--- config.mk ---
export PLATFORM = sky130hd
export DESIGN_NAME = ssrx_core
export DESIGN_NICKNAME = d
export VERILOG_FILES = /design/src/core/ssrx_pkg.sv /design/src/core/ssrx_core.sv
export SDC_FILE = /design/constraint.sdc
export NUM_CORES = 1
export LEC_CHECK = 0
export BUFFER_PORTS_ARGS = -buffer_cell sky130_fd_sc_hd__buf_2
export CAP_MARGIN = 10
export CORE_UTILIZATION = 45
export CTS_BUF_LIST = sky130_fd_sc_hd__clkbuf_16
export DETAILED_ROUTE_END_ITERATION = 10
export SLEW_MARGIN = 40
export SYNTH_ARGS = -nofsm -noshare
export SYNTH_HDL_FRONTEND = slang
export SYNTH_SLANG_ARGS = --single-unit
--- constraint.sdc ---
create_clock -name CLOCK_I -period 15.05 [get_ports CLOCK_I]
set_input_delay 3.01 -clock CLOCK_I [delete_from_list [all_inputs] [get_ports CLOCK_I]]
set_output_delay 3.01 -clock CLOCK_I [all_outputs]
set_load 0.02 [all_outputs]
--- src/core/ssrx_pkg.sv ---
// constants and types for the secondary serial port receive slot map
package ssrx_pkg;
	// ============================================================
	// register map
	localparam int          ADDR_W          = 10;
	localparam int          DATA_W          = 32;
	localparam logic [7:0]  RX7_INDEX       = 8'h2E;
	localparam logic [7:0]  RX8_INDEX       = 8'h2F;
	localparam logic [9:0]  RX7_ADDR        = {RX7_INDEX, 2'b00};
	localparam logic [9:0]  RX8_ADDR        = {RX8_INDEX, 2'b00};
	localparam logic [9:0]  CTRL_ADDR       = 10'h0C0;
	localparam logic [9:0]  STATUS_ADDR     = 10'h0C4;
	localparam logic [7:0]  RX7_RESET       = 8'h06;
	localparam logic [7:0]  RX8_RESET       = 8'h07;
	localparam logic [7:0]  CTRL_RESET      = 8'h00;
	// ============================================================
	// channel register fields
	localparam int          RSVD_BIT        = 7;
	localparam int          ROUTE_HI        = 6;
	localparam int          ROUTE_LO        = 5;
	localparam int          SLOT_HI         = 4;
	localparam int          SLOT_LO         = 0;
	localparam logic [4:0]  HALF_RIGHT_CODE = 5'h10;
	localparam logic [5:0]  TDM_SLOTS       = 6'h20;
	localparam logic [5:0]  HALF_SLOTS      = 6'h10;
	// ============================================================
	// own control and status fields
	localparam int          FMT_LO          = 0;
	localparam int          WL_LO           = 2;
	localparam int          EN_BIT          = 4;
	localparam int          ST_OVF_BIT      = 0;
	localparam int          ST_LOCK_BIT     = 1;
	localparam int          ST_AVAIL_BIT    = 2;
	localparam int          ST_CODE_LO      = 8;
	// ============================================================
	// axi responses
	localparam logic [1:0]  RESP_OKAY       = 2'h0;
	localparam logic [1:0]  RESP_SLVERR     = 2'h2;
	// ============================================================
	// types, word lengths and sizes
	typedef enum logic [1:0] {ROUTE_OFF, ROUTE_PLAYBACK, ROUTE_ADC_LOOP, ROUTE_LINKED} ssrx_route_e;
	typedef enum logic [1:0] {FMT_TDM, FMT_I2S, FMT_LEFT_JUST, FMT_SPARE} ssrx_fmt_e;
	localparam logic [5:0]  WL_16           = 6'h10;
	localparam logic [5:0]  WL_20           = 6'h14;
	localparam logic [5:0]  WL_24           = 6'h18;
	localparam logic [5:0]  WL_32           = 6'h20;
	localparam int          FIFO_DEPTH      = 4;
	localparam int          SAMPLE_W        = DATA_W + 3;
endpackage

--- src/core/ssrx_core.sv ---
// secondary serial port receive slot map for channels 7 and 8 with fifo and axi4-lite
// How it works
// channel 7 route field bits 6-5: off, playback 7, adc 3 loopback, linked device 2
// channel 8 route field: off, playback 8, adc 4 loopback, linked device 3
// channel 7 slot field bits 4-0 picks its slot, resets to six
// channel 8 slot field picks its slot, resets to seven
// tdm code is slot 0-31; i2s and left-justified: 0-15 left, 16-31 right
// bit 7 written only as zero by software; reads back zero
// channel 8 register at 0x2F, resets to 0x07: disabled, slot seven
// enabled channel captures its slot once per frame and delivers it
//
// Implementation choice: the AXI4-Lite slave port.
`timescale 1ns/100ps
`default_nettype none

// ============================================================
// fifo
module ssrx_fifo #(
	parameter int W     = 8,
	parameter int DEPTH = 4
) (
	input  wire logic         clk_i,
	input  wire logic         rst_n_i,
	input  wire logic         in_valid_i,
	output logic              in_ready_o,
	input  wire logic [W-1:0] in_data_i,
	output logic              out_valid_o,
	input  wire logic         out_ready_i,
	output logic [W-1:0]      out_data_o
);
	localparam int AW = $clog2(DEPTH);
	localparam int CW = $clog2(DEPTH + 1);
	logic [W-1:0]  mem [DEPTH];
	logic [AW-1:0] wr_ptr, rd_ptr, next_wr_ptr, next_rd_ptr;
	logic [CW-1:0] count, next_count;
	logic          push, pop;

	always_comb begin
		in_ready_o  = (count != CW'(DEPTH));
		out_valid_o = (count != '0);
		out_data_o  = mem[rd_ptr];
		push        = in_valid_i & in_ready_o;
		pop         = out_valid_o & out_ready_i;
		next_wr_ptr = push ? ((wr_ptr == AW'(DEPTH - 1)) ? '0 : wr_ptr + 1'b1) : wr_ptr;
		next_rd_ptr = pop ? ((rd_ptr == AW'(DEPTH - 1)) ? '0 : rd_ptr + 1'b1) : rd_ptr;
		next_count  = count + CW'(push) - CW'(pop);
	end

	always_ff @(posedge clk_i or negedge rst_n_i) begin
		if (!rst_n_i) begin
			wr_ptr <= '0;
			rd_ptr <= '0;
			count  <= '0;
		end else begin
			wr_ptr <= next_wr_ptr;
			rd_ptr <= next_rd_ptr;
			count  <= next_count;
		end
	end

	always_ff @(posedge clk_i) begin
		if (push) begin
			mem[wr_ptr] <= in_data_i;
		end
	end
endmodule

// ============================================================
// top
module ssrx_core
	import ssrx_pkg::*;
#(
	parameter int DEPTH = FIFO_DEPTH
) (
	input  wire logic              CLOCK_I,
	input  wire logic              RESETN_I,
	input  wire logic [ADDR_W-1:0] AWADDR_I,
	input  wire logic              AWVALID_I,
	output logic                   AWREADY_O,
	input  wire logic [DATA_W-1:0] WDATA_I,
	input  wire logic [3:0]        WSTRB_I,
	input  wire logic              WVALID_I,
	output logic                   WREADY_O,
	output logic [1:0]             BRESP_O,
	output logic                   BVALID_O,
	input  wire logic              BREADY_I,
	input  wire logic [ADDR_W-1:0] ARADDR_I,
	input  wire logic              ARVALID_I,
	output logic                   ARREADY_O,
	output logic [DATA_W-1:0]      RDATA_O,
	output logic [1:0]             RRESP_O,
	output logic                   RVALID_O,
	input  wire logic              RREADY_I,
	input  wire logic              BIT_CLOCK_I,
	input  wire logic              FRAME_SYNC_I,
	input  wire logic              SERIAL_DATA_I,
	output logic                   SAMPLE_VALID_O,
	output logic [DATA_W-1:0]      SAMPLE_DATA_O,
	output logic                   SAMPLE_CHANNEL_O,
	output logic [1:0]             SAMPLE_ROUTE_O,
	input  wire logic              SAMPLE_READY_I
);
	// ============================================================
	// reset release and pin synchronisers
	logic [1:0] rst_sync;
	logic       rst_n;
	logic [2:0] pin_meta, pin_sync;

	always_ff @(posedge CLOCK_I or negedge RESETN_I) begin
		if (!RESETN_I) begin
			rst_sync <= '0;
		end else begin
			rst_sync <= {rst_sync[0], 1'b1};
		end
	end
	assign rst_n = rst_sync[1];

	always_ff @(posedge CLOCK_I or negedge rst_n) begin
		if (!rst_n) begin
			pin_meta <= '0;
			pin_sync <= '0;
		end else begin
			pin_meta <= {BIT_CLOCK_I, FRAME_SYNC_I, SERIAL_DATA_I};
			pin_sync <= pin_meta;
		end
	end

	// ============================================================
	// register state
	logic [7:0]        rx7_cfg, rx8_cfg, ctrl, next_rx7_cfg, next_rx8_cfg, next_ctrl;
	logic [ADDR_W-1:0] aw_addr, next_aw_addr;
	logic [7:0]        w_data, next_w_data;
	logic              aw_have, w_have, w_lane, next_aw_have, next_w_have, next_w_lane;
	logic              next_bvalid, next_rvalid;
	logic [1:0]        next_bresp, next_rresp;
	logic [DATA_W-1:0] next_rdata;
	logic              ovf, next_ovf, ovf_evt, ovf_clr, do_wr;
	logic              locked;
	logic [4:0]        last_code;
	ssrx_fmt_e         fmt;
	logic [5:0]        wl;
	logic              en;

	always_comb begin
		fmt = ssrx_fmt_e'(ctrl[FMT_LO +: 2]);
		en  = ctrl[EN_BIT];
		case (ctrl[WL_LO +: 2])
			2'h0:    wl = WL_16;
			2'h1:    wl = WL_20;
			2'h2:    wl = WL_24;
			default: wl = WL_32;
		endcase
	end

	always_comb begin
		next_aw_addr = (AWVALID_I & AWREADY_O) ? AWADDR_I : aw_addr;
		next_w_data  = (WVALID_I & WREADY_O) ? WDATA_I[7:0] : w_data;
		next_w_lane  = (WVALID_I & WREADY_O) ? WSTRB_I[0] : w_lane;
		next_aw_have = aw_have | (AWVALID_I & AWREADY_O);
		next_w_have  = w_have | (WVALID_I & WREADY_O);
		do_wr        = aw_have & w_have & ~BVALID_O;
		next_rx7_cfg = rx7_cfg;
		next_rx8_cfg = rx8_cfg;
		next_ctrl    = ctrl;
		next_bresp   = BRESP_O;
		next_bvalid  = BVALID_O & ~BREADY_I;
		ovf_clr      = 1'b0;
		if (do_wr) begin
			next_aw_have = 1'b0;
			next_w_have  = 1'b0;
			next_bvalid  = 1'b1;
			next_bresp   = RESP_OKAY;
			if (aw_addr == RX7_ADDR) begin
				if (w_lane) next_rx7_cfg = {1'b0, w_data[ROUTE_HI:SLOT_LO]};
			end else if (aw_addr == RX8_ADDR) begin
				if (w_lane) next_rx8_cfg = {1'b0, w_data[ROUTE_HI:SLOT_LO]};
			end else if (aw_addr == CTRL_ADDR) begin
				if (w_lane) next_ctrl = {3'b000, w_data[EN_BIT:0]};
			end else if (aw_addr == STATUS_ADDR) begin
				ovf_clr = w_lane & w_data[ST_OVF_BIT];
			end else begin
				next_bresp = RESP_SLVERR;
			end
		end
		next_ovf = (ovf & ~ovf_clr) | ovf_evt;
		next_rdata  = RDATA_O;
		next_rresp  = RRESP_O;
		next_rvalid = RVALID_O & ~RREADY_I;
		if (ARVALID_I & ARREADY_O) begin
			next_rvalid = 1'b1;
			next_rresp  = RESP_OKAY;
			next_rdata  = '0;
			if (ARADDR_I == RX7_ADDR) begin
				next_rdata[7:0] = rx7_cfg;
			end else if (ARADDR_I == RX8_ADDR) begin
				next_rdata[7:0] = rx8_cfg;
			end else if (ARADDR_I == CTRL_ADDR) begin
				next_rdata[7:0] = ctrl;
			end else if (ARADDR_I == STATUS_ADDR) begin
				next_rdata[ST_OVF_BIT]        = ovf;
				next_rdata[ST_LOCK_BIT]       = locked;
				next_rdata[ST_AVAIL_BIT]      = SAMPLE_VALID_O;
				next_rdata[ST_CODE_LO +: 5]   = last_code;
			end else begin
				next_rresp = RESP_SLVERR;
			end
		end
	end

	always_ff @(posedge CLOCK_I or negedge rst_n) begin
		if (!rst_n) begin
			rx7_cfg   <= RX7_RESET;
			rx8_cfg   <= RX8_RESET;
			ctrl      <= CTRL_RESET;
			aw_addr   <= '0;
			w_data    <= '0;
			w_lane    <= 1'b0;
			aw_have   <= 1'b0;
			w_have    <= 1'b0;
			AWREADY_O <= 1'b0;
			WREADY_O  <= 1'b0;
			BVALID_O  <= 1'b0;
			BRESP_O   <= RESP_OKAY;
			ARREADY_O <= 1'b0;
			RVALID_O  <= 1'b0;
			RRESP_O   <= RESP_OKAY;
			RDATA_O   <= '0;
			ovf       <= 1'b0;
		end else begin
			rx7_cfg   <= next_rx7_cfg;
			rx8_cfg   <= next_rx8_cfg;
			ctrl      <= next_ctrl;
			aw_addr   <= next_aw_addr;
			w_data    <= next_w_data;
			w_lane    <= next_w_lane;
			aw_have   <= next_aw_have;
			w_have    <= next_w_have;
			AWREADY_O <= ~next_aw_have;
			WREADY_O  <= ~next_w_have;
			BVALID_O  <= next_bvalid;
			BRESP_O   <= next_bresp;
			ARREADY_O <= ~next_rvalid;
			RVALID_O  <= next_rvalid;
			RRESP_O   <= next_rresp;
			RDATA_O   <= next_rdata;
			ovf       <= next_ovf;
		end
	end

	// ============================================================
	// frame and slot tracking
	logic              bclk_q, ws_d, ws_dd, half, next_bclk_q, next_ws_d, next_ws_dd, next_half;
	logic              next_locked, rise, start, eff_now, eff_prev, cur_half, last_bit, code_ok;
	logic [5:0]        bit_cnt, slot, next_bit_cnt, next_slot, cur_bit, cur_slot;
	logic [DATA_W-1:0] sr, next_sr, word;
	logic [4:0]        code, next_last_code;
	logic              hit7, hit8;

	always_comb begin
		rise     = pin_sync[2] & ~bclk_q;
		eff_now  = (fmt == FMT_I2S) ? ws_d : pin_sync[1];
		eff_prev = (fmt == FMT_I2S) ? ws_dd : ws_d;
		start    = (fmt == FMT_I2S || fmt == FMT_LEFT_JUST) ? (eff_now != eff_prev)
			: (pin_sync[1] & ~ws_d);
		cur_half = (fmt == FMT_I2S) ? eff_now : ((fmt == FMT_LEFT_JUST) ? ~eff_now : 1'b0);
		cur_bit  = start ? '0 : bit_cnt;
		cur_slot = start ? '0 : slot;
		last_bit = (cur_bit == wl - 6'h01);
		next_sr  = {sr[DATA_W-2:0], pin_sync[0]};
		word     = next_sr << (WL_32 - wl);
		code     = start ? (cur_half ? HALF_RIGHT_CODE : '0)
			: (half ? (HALF_RIGHT_CODE | slot[4:0]) : slot[4:0]);
		code_ok  = (fmt == FMT_I2S || fmt == FMT_LEFT_JUST) ? (cur_slot < HALF_SLOTS)
			: (cur_slot < TDM_SLOTS);
		next_bclk_q    = pin_sync[2];
		next_ws_d      = ws_d;
		next_ws_dd     = ws_dd;
		next_half      = half;
		next_bit_cnt   = bit_cnt;
		next_slot      = slot;
		next_locked    = locked & en;
		next_last_code = last_code;
		hit7           = 1'b0;
		hit8           = 1'b0;
		if (rise & en) begin
			next_ws_d  = pin_sync[1];
			next_ws_dd = ws_d;
			if (start) begin
				next_locked = 1'b1;
				next_half   = cur_half;
			end
			if (start | locked) begin
				next_bit_cnt = last_bit ? '0 : cur_bit + 6'h01;
				next_slot    = (last_bit && cur_slot != '1) ? cur_slot + 6'h01 : cur_slot;
				if (last_bit & code_ok) begin
					next_last_code = code;
					hit7 = (rx7_cfg[ROUTE_HI:ROUTE_LO] != ROUTE_OFF)
						&& (code == rx7_cfg[SLOT_HI:SLOT_LO]);
					hit8 = (rx8_cfg[ROUTE_HI:ROUTE_LO] != ROUTE_OFF)
						&& (code == rx8_cfg[SLOT_HI:SLOT_LO]);
				end
			end
		end
	end

	always_ff @(posedge CLOCK_I or negedge rst_n) begin
		if (!rst_n) begin
			bclk_q    <= 1'b0;
			ws_d      <= 1'b0;
			ws_dd     <= 1'b0;
			half      <= 1'b0;
			bit_cnt   <= '0;
			slot      <= '0;
			locked    <= 1'b0;
			last_code <= '0;
			sr        <= '0;
		end else begin
			bclk_q    <= next_bclk_q;
			ws_d      <= next_ws_d;
			ws_dd     <= next_ws_dd;
			half      <= next_half;
			bit_cnt   <= next_bit_cnt;
			slot      <= next_slot;
			locked    <= next_locked;
			last_code <= next_last_code;
			sr        <= (rise & en) ? next_sr : sr;
		end
	end

	// ============================================================
	// delivery through the fifo
	logic                pend7, pend8, next_pend7, next_pend8, push7, push8;
	logic [DATA_W-1:0]   word7, word8, next_word7, next_word8;
	logic                f_in_ready, f_out_valid, f_out_ready, next_s_valid;
	logic [SAMPLE_W-1:0] f_in_data, f_out_data, next_s_pack;

	always_comb begin
		push7      = pend7 & f_in_ready;
		push8      = pend8 & ~pend7 & f_in_ready;
		f_in_data  = pend7 ? {1'b0, rx7_cfg[ROUTE_HI:ROUTE_LO], word7}
			: {1'b1, rx8_cfg[ROUTE_HI:ROUTE_LO], word8};
		next_pend7 = (pend7 & ~push7) | hit7;
		next_pend8 = (pend8 & ~push8) | hit8;
		next_word7 = hit7 ? word : word7;
		next_word8 = hit8 ? word : word8;
		ovf_evt    = (hit7 & pend7 & ~push7) | (hit8 & pend8 & ~push8);
		f_out_ready  = ~SAMPLE_VALID_O | SAMPLE_READY_I;
		next_s_valid = f_out_ready ? f_out_valid : SAMPLE_VALID_O;
		next_s_pack  = (f_out_ready & f_out_valid) ? f_out_data
			: {SAMPLE_CHANNEL_O, SAMPLE_ROUTE_O, SAMPLE_DATA_O};
	end

	always_ff @(posedge CLOCK_I or negedge rst_n) begin
		if (!rst_n) begin
			pend7            <= 1'b0;
			pend8            <= 1'b0;
			word7            <= '0;
			word8            <= '0;
			SAMPLE_VALID_O   <= 1'b0;
			SAMPLE_CHANNEL_O <= 1'b0;
			SAMPLE_ROUTE_O   <= '0;
			SAMPLE_DATA_O    <= '0;
		end else begin
			pend7            <= next_pend7;
			pend8            <= next_pend8;
			word7            <= next_word7;
			word8            <= next_word8;
			SAMPLE_VALID_O   <= next_s_valid;
			SAMPLE_CHANNEL_O <= next_s_pack[SAMPLE_W-1];
			SAMPLE_ROUTE_O   <= next_s_pack[DATA_W +: 2];
			SAMPLE_DATA_O    <= next_s_pack[DATA_W-1:0];
		end
	end

	ssrx_fifo #(
		.W     (SAMPLE_W),
		.DEPTH (DEPTH)
	) u_fifo (
		.clk_i       (CLOCK_I),
		.rst_n_i     (rst_n),
		.in_valid_i  (pend7 | pend8),
		.in_ready_o  (f_in_ready),
		.in_data_i   (f_in_data),
		.out_valid_o (f_out_valid),
		.out_ready_i (f_out_ready),
		.out_data_o  (f_out_data)
	);
endmodule

`default_nettype wire

==> metrics.cfg, run 1 <==
[run_status]
status=complete, but fails checks
violations=DRC

[die]
die_area_sq_um=37300
boundaryPins=144
fp-row-count=69
die_x_um=193
start_util=0.460
die_y_um=193
core_sq_um=35700

[critical_path]
worstPathArrival_ns=5.06
crit_required_ns=15.51
cp_common_cell=inv_1
crit_family=adder cells
crit_path_start_kind=input port
end_kind=register
worstSetupPathType=input port to register
critPathMaxStageDelay_ns=0.46
cp_num_buf_inv=5
crit_path_max_fanout=38
crit_chain=buf_2 -> inv_1 -> a21oi_4 -> buf_4 -> ha_1 -> inv_1 -> ha_1 -> inv_1 -> fa_1 -> xnor2_1 -> xnor2_1
cp_slowest_cell=buf_4

[timing]
finalHoldViolCount=0
finClkSkew_ns=0.0222
slew_violations=0
fin_crit_sh=0.305
relSlewSlack=0.510
grt_setup_unrepaired=no
fin_tns_setup_ns=0
timing.fmax_mhz=218
tightestPinTransition_ns=0.730
setup_viol=0
period_minus_slack_ns=4.60

[cts]
clockRootBuffer=clkbuf_16
cts_htree_levels=2
ctsHoldBuffers=0
cts_tree=built
cts.sink_count=369
cts_buffers=40
post_cts_resized=0
cts_buffer_depth=3
cts_setup_buffers=0
clk_pin_slew_ns=0.06
clock_latency_ns=0.55

[final_layout]
utilization=0.517
final_nets=1363
antenna_cells=0
area_growth_pct=12.4
finalNonFillerCells=1773
fillerInstances=3067
drive_above_1_share=0.305

[power]
powerDensity_nw_per_um2=137
p_leak_uw=0.00814
peakVddDrop_mv=0.0900

[drt]
route.detailed.drc=12
vias=9362
ant_nets=0
drt_iter0_markers=589
routed_wl_um=32000
avgViaCountPerCell=5.28
drtPass1Iterations=11
wl_per_cell_um=18.0

[synthesis]
ys_ff_latch=369
syn_inst=1187
synthFlopType=dfrtp_1
synth.distinct_cells=68
synth_edf_count=140
yosysWarnings=0
syn_avg_cell_area_sq_um=13.8
syn-cell-area_sq_um=16400
synthArstFlopShare=0.621
yosysSeqAreaShare=0.605

[place]
place_hpwl_um=20500
dp_cells=1700
io_buffers=93
gp_congestion=0.824

[flow_run]
drv_cap=0

[grt]
grt_pass1_vias=9295
grt-ovfl-total=0
grt_first_pass_wirelength_um=51500
antenna_found_initial=0
grt_usage=0.177
grt_max_degree=79

[worst_hold_path]
min_path_type=register to async pin

## per-layer routing
layer  wire (um)  track usage
met1       15100        0.256
met5           0            0
met4         671       0.0532
met2       15000        0.275
met3        1210       0.0279
## worst paths after layout
path | from | to | slack, ns | cells past startpoint
worst max-delay path | SAMPLE_READY_I | u_fifo.count[2] | 10.45 | 11
min in group CLOCK_I | pin_meta[0] | pin_sync[0] | 0.35 | 0
max in group asynchronous | RESETN_I | rst_sync[1] | 12.70 | 1
worst max register to register | ctrl[3] | word7[31] | 11.01 | 12
worst min register to register | rst_sync[1] | aw_addr[0] | 0.15 | 0
worst min-delay path | rst_sync[1] | aw_addr[0] | 0.15 | 0
## synth_stat cells (all sizes together), types with 2 or more instances
cell type / number / area [sq um]
ha: 14 / 175
a21oi: 17 / 85.1
nor3: 16 / 85.1
or2: 2 / 12.5
o21ai: 57 / 285
dfstp: 5 / 131
nor4b: 2 / 23.8
xor2: 5 / 43.8
a22oi: 7 / 52.6
a21o: 3 / 22.5
nand2: 181 / 679
o21a: 2 / 15.0
a22o: 6 / 52.6
dfrtp: 224 / 5610
or3: 3 / 18.8
nor2b: 15 / 109
a31oi: 6 / 43.8
and2: 11 / 68.8
mux2: 182 / 2270
o22ai: 9 / 56.3
nand3: 11 / 55.1
xnor2: 6 / 52.6
mux4: 35 / 788
conb: 2 / 7.51
nand2b: 5 / 31.3
nor2: 32 / 120
nor3b: 3 / 22.5
a31o: 3 / 26.3
nor4: 6 / 52.6
and3b: 2 / 17.5
and3: 4 / 25.0
mux2i: 33 / 343
nand3b: 3 / 26.3
clkbuf: 37 / 139
nand4b: 3 / 26.3
o31ai: 2 / 15.0
o221ai: 3 / 26.3
edfxtp: 140 / 4200
nand4: 3 / 18.8
inv: 26 / 97.6
a211oi: 3 / 22.5
buf: 46 / 354
o31a: 2 / 17.5
o41ai: 2 / 17.5
## layout make-up
cell class	instances	area [sq um]	area share
Clock buffer	41	1030	0.0556
Timing Repair Buffer	114	637	0.0345
Tap cell	461	577	0.0312
Sequential cell	369	9950	0.539
Clock inverter	32	180	0.00976
Inverter	26	97.6	0.00529
Multi-Input combinational cell	730	6000	0.325
## registers in the layout, indices dropped and copies added (netlist names), 2 cells and up
name	flops
slot	6
word7	32
SAMPLE_ROUTE_O	2
RDATA_O	12
u_fifo.mem	140
ctrl	5
u_fifo.count	3
w_data	7
aw_addr	10
pin_sync	3
rx7_cfg	7
bit_cnt	6
word8	32
sr	31
rst_sync	2
rx8_cfg	7
last_code	5
SAMPLE_DATA_O	32
u_fifo.rd_ptr	2
u_fifo.wr_ptr	2
pin_meta	3
## per-stage QoR
step | area, sq um | hold WS (ns) | worst slack [ns] | total power (uW)
2_1_floorplan | 16500 | 0.331 | 8.20 | 1550
3_3_place_gp | 17200 | 0.155 | 9.86 | 1670
3_5_place_dp | 17300 | 0.157 | 9.86 | 1680
4_1_cts | 18500 | 0.155 | 10.44 | 2580
5_1_grt | 18500 | 0.165 | 10.32 | 2660
6_report | 18500 | 0.151 | 10.45 | 2540
## cell families (layout without fill, tap and decap cells)
| group | after synthesis | after routing | share of synthesized area |
|---|---|---|---|
| flip-flops | 369 | 369 | 0.605 |
| AND/OR/NAND/NOR | 304 | 304 | 0.0859 |
| multiplexers | 250 | 250 | 0.207 |
| AO/OA/AOI/OAI | 127 | 127 | 0.0482 |
| buffers and inverters | 109 | 213 | 0.0359 |
| adder cells (fa/ha/maj) | 15 | 15 | 0.0119 |
| XOR/XNOR | 11 | 11 | 0.00586 |
| other | 2 | 23 | 0.000457 |
## cells in the final DEF (no fill, tap or decap), types with 4 or more instances in the layout
cell         n
dfrtp_1    222
nand2_1    181
edfxtp_1   140
mux2_2     118
buf_2       93
mux2_4      58
o21ai_0     55
clkbuf_16   41
mux4_2      35
inv_1       34
nor2_1      32
mux2i_1     32
conb_1      23
buf_4       18
a21oi_1     16
nor3_1      15
ha_1        14
nor2b_1     11
and2_1      11
nand3_1     11
clkinv_1    11
o22ai_1      9
clkinv_2     9
a22oi_1      7
a22o_1       6
mux2_1       6
xnor2_1      6
nor4_1       5
xor2_1       5
a31oi_1      5
dfstp_2      5
nand2b_1     4
and3_1       4
## where the power goes
part	leakage (uW)	total (uW)	switching [uW]	internal (uW)
logic	0.00306	460	235	224
clock network	0.000627	892	394	497
registers	0.00445	1190	61.4	1130
total	0.00814	2540	691	1850
(Power assumes the default switching activity.)
==> inputs of run 2 (changes only) <==
--- a/config.mk
+++ b/config.mk
@@ -5,11 +5,13 @@
 export SDC_FILE = /design/constraint.sdc
 export NUM_CORES = 1
 export LEC_CHECK = 0
+export ABC_AREA = 1
 export BUFFER_PORTS_ARGS = -buffer_cell sky130_fd_sc_hd__buf_2
 export CAP_MARGIN = 10
 export CORE_UTILIZATION = 45
 export CTS_BUF_LIST = sky130_fd_sc_hd__clkbuf_16
 export DETAILED_ROUTE_END_ITERATION = 10
+export PLACE_DENSITY = 0.65
 export SLEW_MARGIN = 40
 export SYNTH_ARGS = -nofsm -noshare
 export SYNTH_HDL_FRONTEND = slang
==> constraint.sdc (replaced) <==
create_clock -name CLOCK_I -period 4.06 [get_ports CLOCK_I]
set_input_delay 0.812 -clock CLOCK_I [delete_from_list [all_inputs] [get_ports CLOCK_I]]
set_output_delay 0.812 -clock CLOCK_I [all_outputs]
set_load 0.02 [all_outputs]
==> metrics.cfg, run 2 <==
[run_status]
status=complete, but fails checks
violations=DRC

[die]
die_x_um=193
fp-row-count=69
core_sq_um=35700
die_y_um=193
start_util=0.458
die_area_sq_um=37100
boundaryPins=144

[cts]
cts_setup_buffers=0
clockRootBuffer=clkbuf_16
cts_buffers=40
ctsHoldBuffers=0
cts_htree_levels=2
clock_latency_ns=0.54
post_cts_resized=0
cts.sink_count=369
cts_buffer_depth=3
clk_pin_slew_ns=0.06
cts_tree=built

[place]
io_buffers=93
gp_congestion=0.837
place_hpwl_um=21900

[flow_run]
drv_cap=0

[critical_path]
cp_num_buf_inv=4
rrSetupSlack_ns=0.79
reg2reg_from=ctrl[1]
worstPathArrival_ns=3.68
worst-path-stages=16
end_kind=register
crit_chain=inv_1 -> ha_1 -> inv_2 -> nand2_1 -> nand2_1 -> nand2_1 -> nand2_2 -> nand2_2 -> nand2_2 -> o21ai_2 -> nand2_1 -> nor3_4 -> buf_4 -> inv_2 -> nand2_1 -> o21ai_1
cp_common_cell=nand2_1
crit_path_start_kind=register
crit_required_ns=4.47
worst_r2r_endpoint=last_code[1]
cp_slowest_cell=buf_4
crit_path_max_fanout=67
reg2regPathDepth=16
critPathMaxStageDelay_ns=0.57
worstSetupPathType=register to register
crit_family=simple AND/OR/NAND/NOR gates

[worst_hold_path]
min_path_type=input port to async pin

[drt]
routed_wl_um=35600
ant_nets=0
vias=12000
wl_per_cell_um=15.2
avgViaCountPerCell=5.13
drt_iter0_markers=1009
route.detailed.drc=18
drtPass1Iterations=8

[power]
p_seq_frac=0.443
p_switching_uw=3180
swShare=0.318
intPower_uw=6820
powerDensity_nw_per_um2=544
clockPowerShare=0.343
total_power_uw=9990
pwr-share-comb=0.214
p_leak_uw=0.00820
peakVddDrop_mv=0.383

[final_layout]
final_cell_mix=nand2_1 (511), nor2_1 (226), dfrtp_1 (222), o21ai_0 (185), edfxtp_1 (140)
fillerInstances=3251
final_common_cell=nand2_1
area_growth_pct=12.5
final_nets=1938
largest_reg_flops=140
antenna_cells=0
utilization=0.515
regMostFlops=u_fifo.mem
drive_above_1_share=0.110

[synthesis]
yosysSeqAreaShare=0.609
synth_area_leaders=dfrtp_1 (34%), edfxtp_1 (26%), nand2_1 (12%)
syn-cell-area_sq_um=16300
syn_inst=1789
synth.most_common_cell=nand2_1
synthArstFlopShare=0.621
synth_edf_count=140
synthFlopType=dfrtp_1
ys_ff_latch=369
yosys.area.top_type_share=0.343
syn_avg_cell_area_sq_um=9.13
yosysWarnings=0
synth.distinct_cells=43
yosysTopAreaCell=dfrtp_1
ys_top_cells_by_count=nand2_1 (511), nor2_1 (230), dfrtp_1 (224)

[timing]
timing.fmax_mhz=306
finalHoldViolCount=0
slew_violations=0
period_minus_slack_ns=3.27
tightestPinTransition_ns=0.798
fin_crit_sh=0.806
setup_viol=0
grt_setup_unrepaired=no
relSlewSlack=0.468
fin_tns_setup_ns=0
finClkSkew_ns=0.0167

[grt]
antenna_found_initial=0
grt_max_degree=100
grt_first_pass_wirelength_um=59000
grt_usage=0.200
grt-ovfl-total=0
grt_pass1_vias=11400

[run 2: changes by cell type after synthesis, moves of 31 or more]
cell / previous run / this run
mux2_2: 118 / 0
o21ai_0: 55 / 185
mux4_2: 35 / 0
nand2_1: 181 / 511
mux2_4: 58 / 0
nand3_1: 11 / 120
inv_1: 26 / 106
nor2_1: 32 / 230
a31oi_1: 5 / 36
[run 2: logic make-up after synthesis]
logic type / after synthesis / synth area share
and+or+nand+nor: 916 / 0.229
DFF: 369 / 0.609
AOI/OAI and AO/OA: 256 / 0.0839
buffers and inverters: 222 / 0.0603
adders and majority gates: 15 / 0.0120
muxes: 6 / 0.00368
xor gates and xnor gates: 3 / 0.00161
other: 2 / 0.000460
[run 2: worst max-delay path by stage]
stage,slack [ns],start,endpoint
detailed placement,0.83,ctrl[1],last_code[1]
finish,0.79,ctrl[1],last_code[1]
floorplan,0.30,rst_sync[1],ARREADY_O
global route,0.46,ctrl[1],last_code[4]
global placement,0.91,ctrl[1],last_code[1]
CTS,0.80,ctrl[1],last_code[3]
[run 2: layout make-up]
type | instances | area (sq um) | area share
Clock buffer | 40 | 1000 | 0.0545
Clock inverter | 34 | 250 | 0.0136
Multi-Input combinational cell | 1219 | 5510 | 0.300
Sequential cell | 369 | 9950 | 0.542
Tap cell | 461 | 577 | 0.0314
Timing Repair Buffer | 115 | 668 | 0.0364
Inverter | 111 | 417 | 0.0227
[run 2: power by group through the flow]
stage | logic (uW) | registers (uW) | clock network [uW]
2_1_floorplan | 1280 | 4730 | 0
3_3_place_gp | 2110 | 4490 | 0
3_5_place_dp | 2170 | 4500 | 0
4_1_cts | 2180 | 4430 | 3510
5_1_grt | 2450 | 4480 | 3660
6_report | 2140 | 4430 | 3420
[run 2: routing by layer]
layer  part of all wire  track usage  vias up
met5                  0            0        -
met4              0.018       0.0515        0
met3              0.041       0.0267       45
met2               0.47        0.327      239
met1               0.47        0.281     5770
li1                   -            -     5988
[run 2: through the flow]
stage	cells	worst slack [ns]	hold WS (ns)	cell area [sq um]
finish	2349	0.787	0.0503	18400
detailed placement	2275	0.832	0.297	17100
global route	2349	0.457	0.0274	18400
global placement	2274	0.906	0.333	17100
floorplan	1810	0.301	0.331	16400
CTS	2349	0.801	0.0231	18400
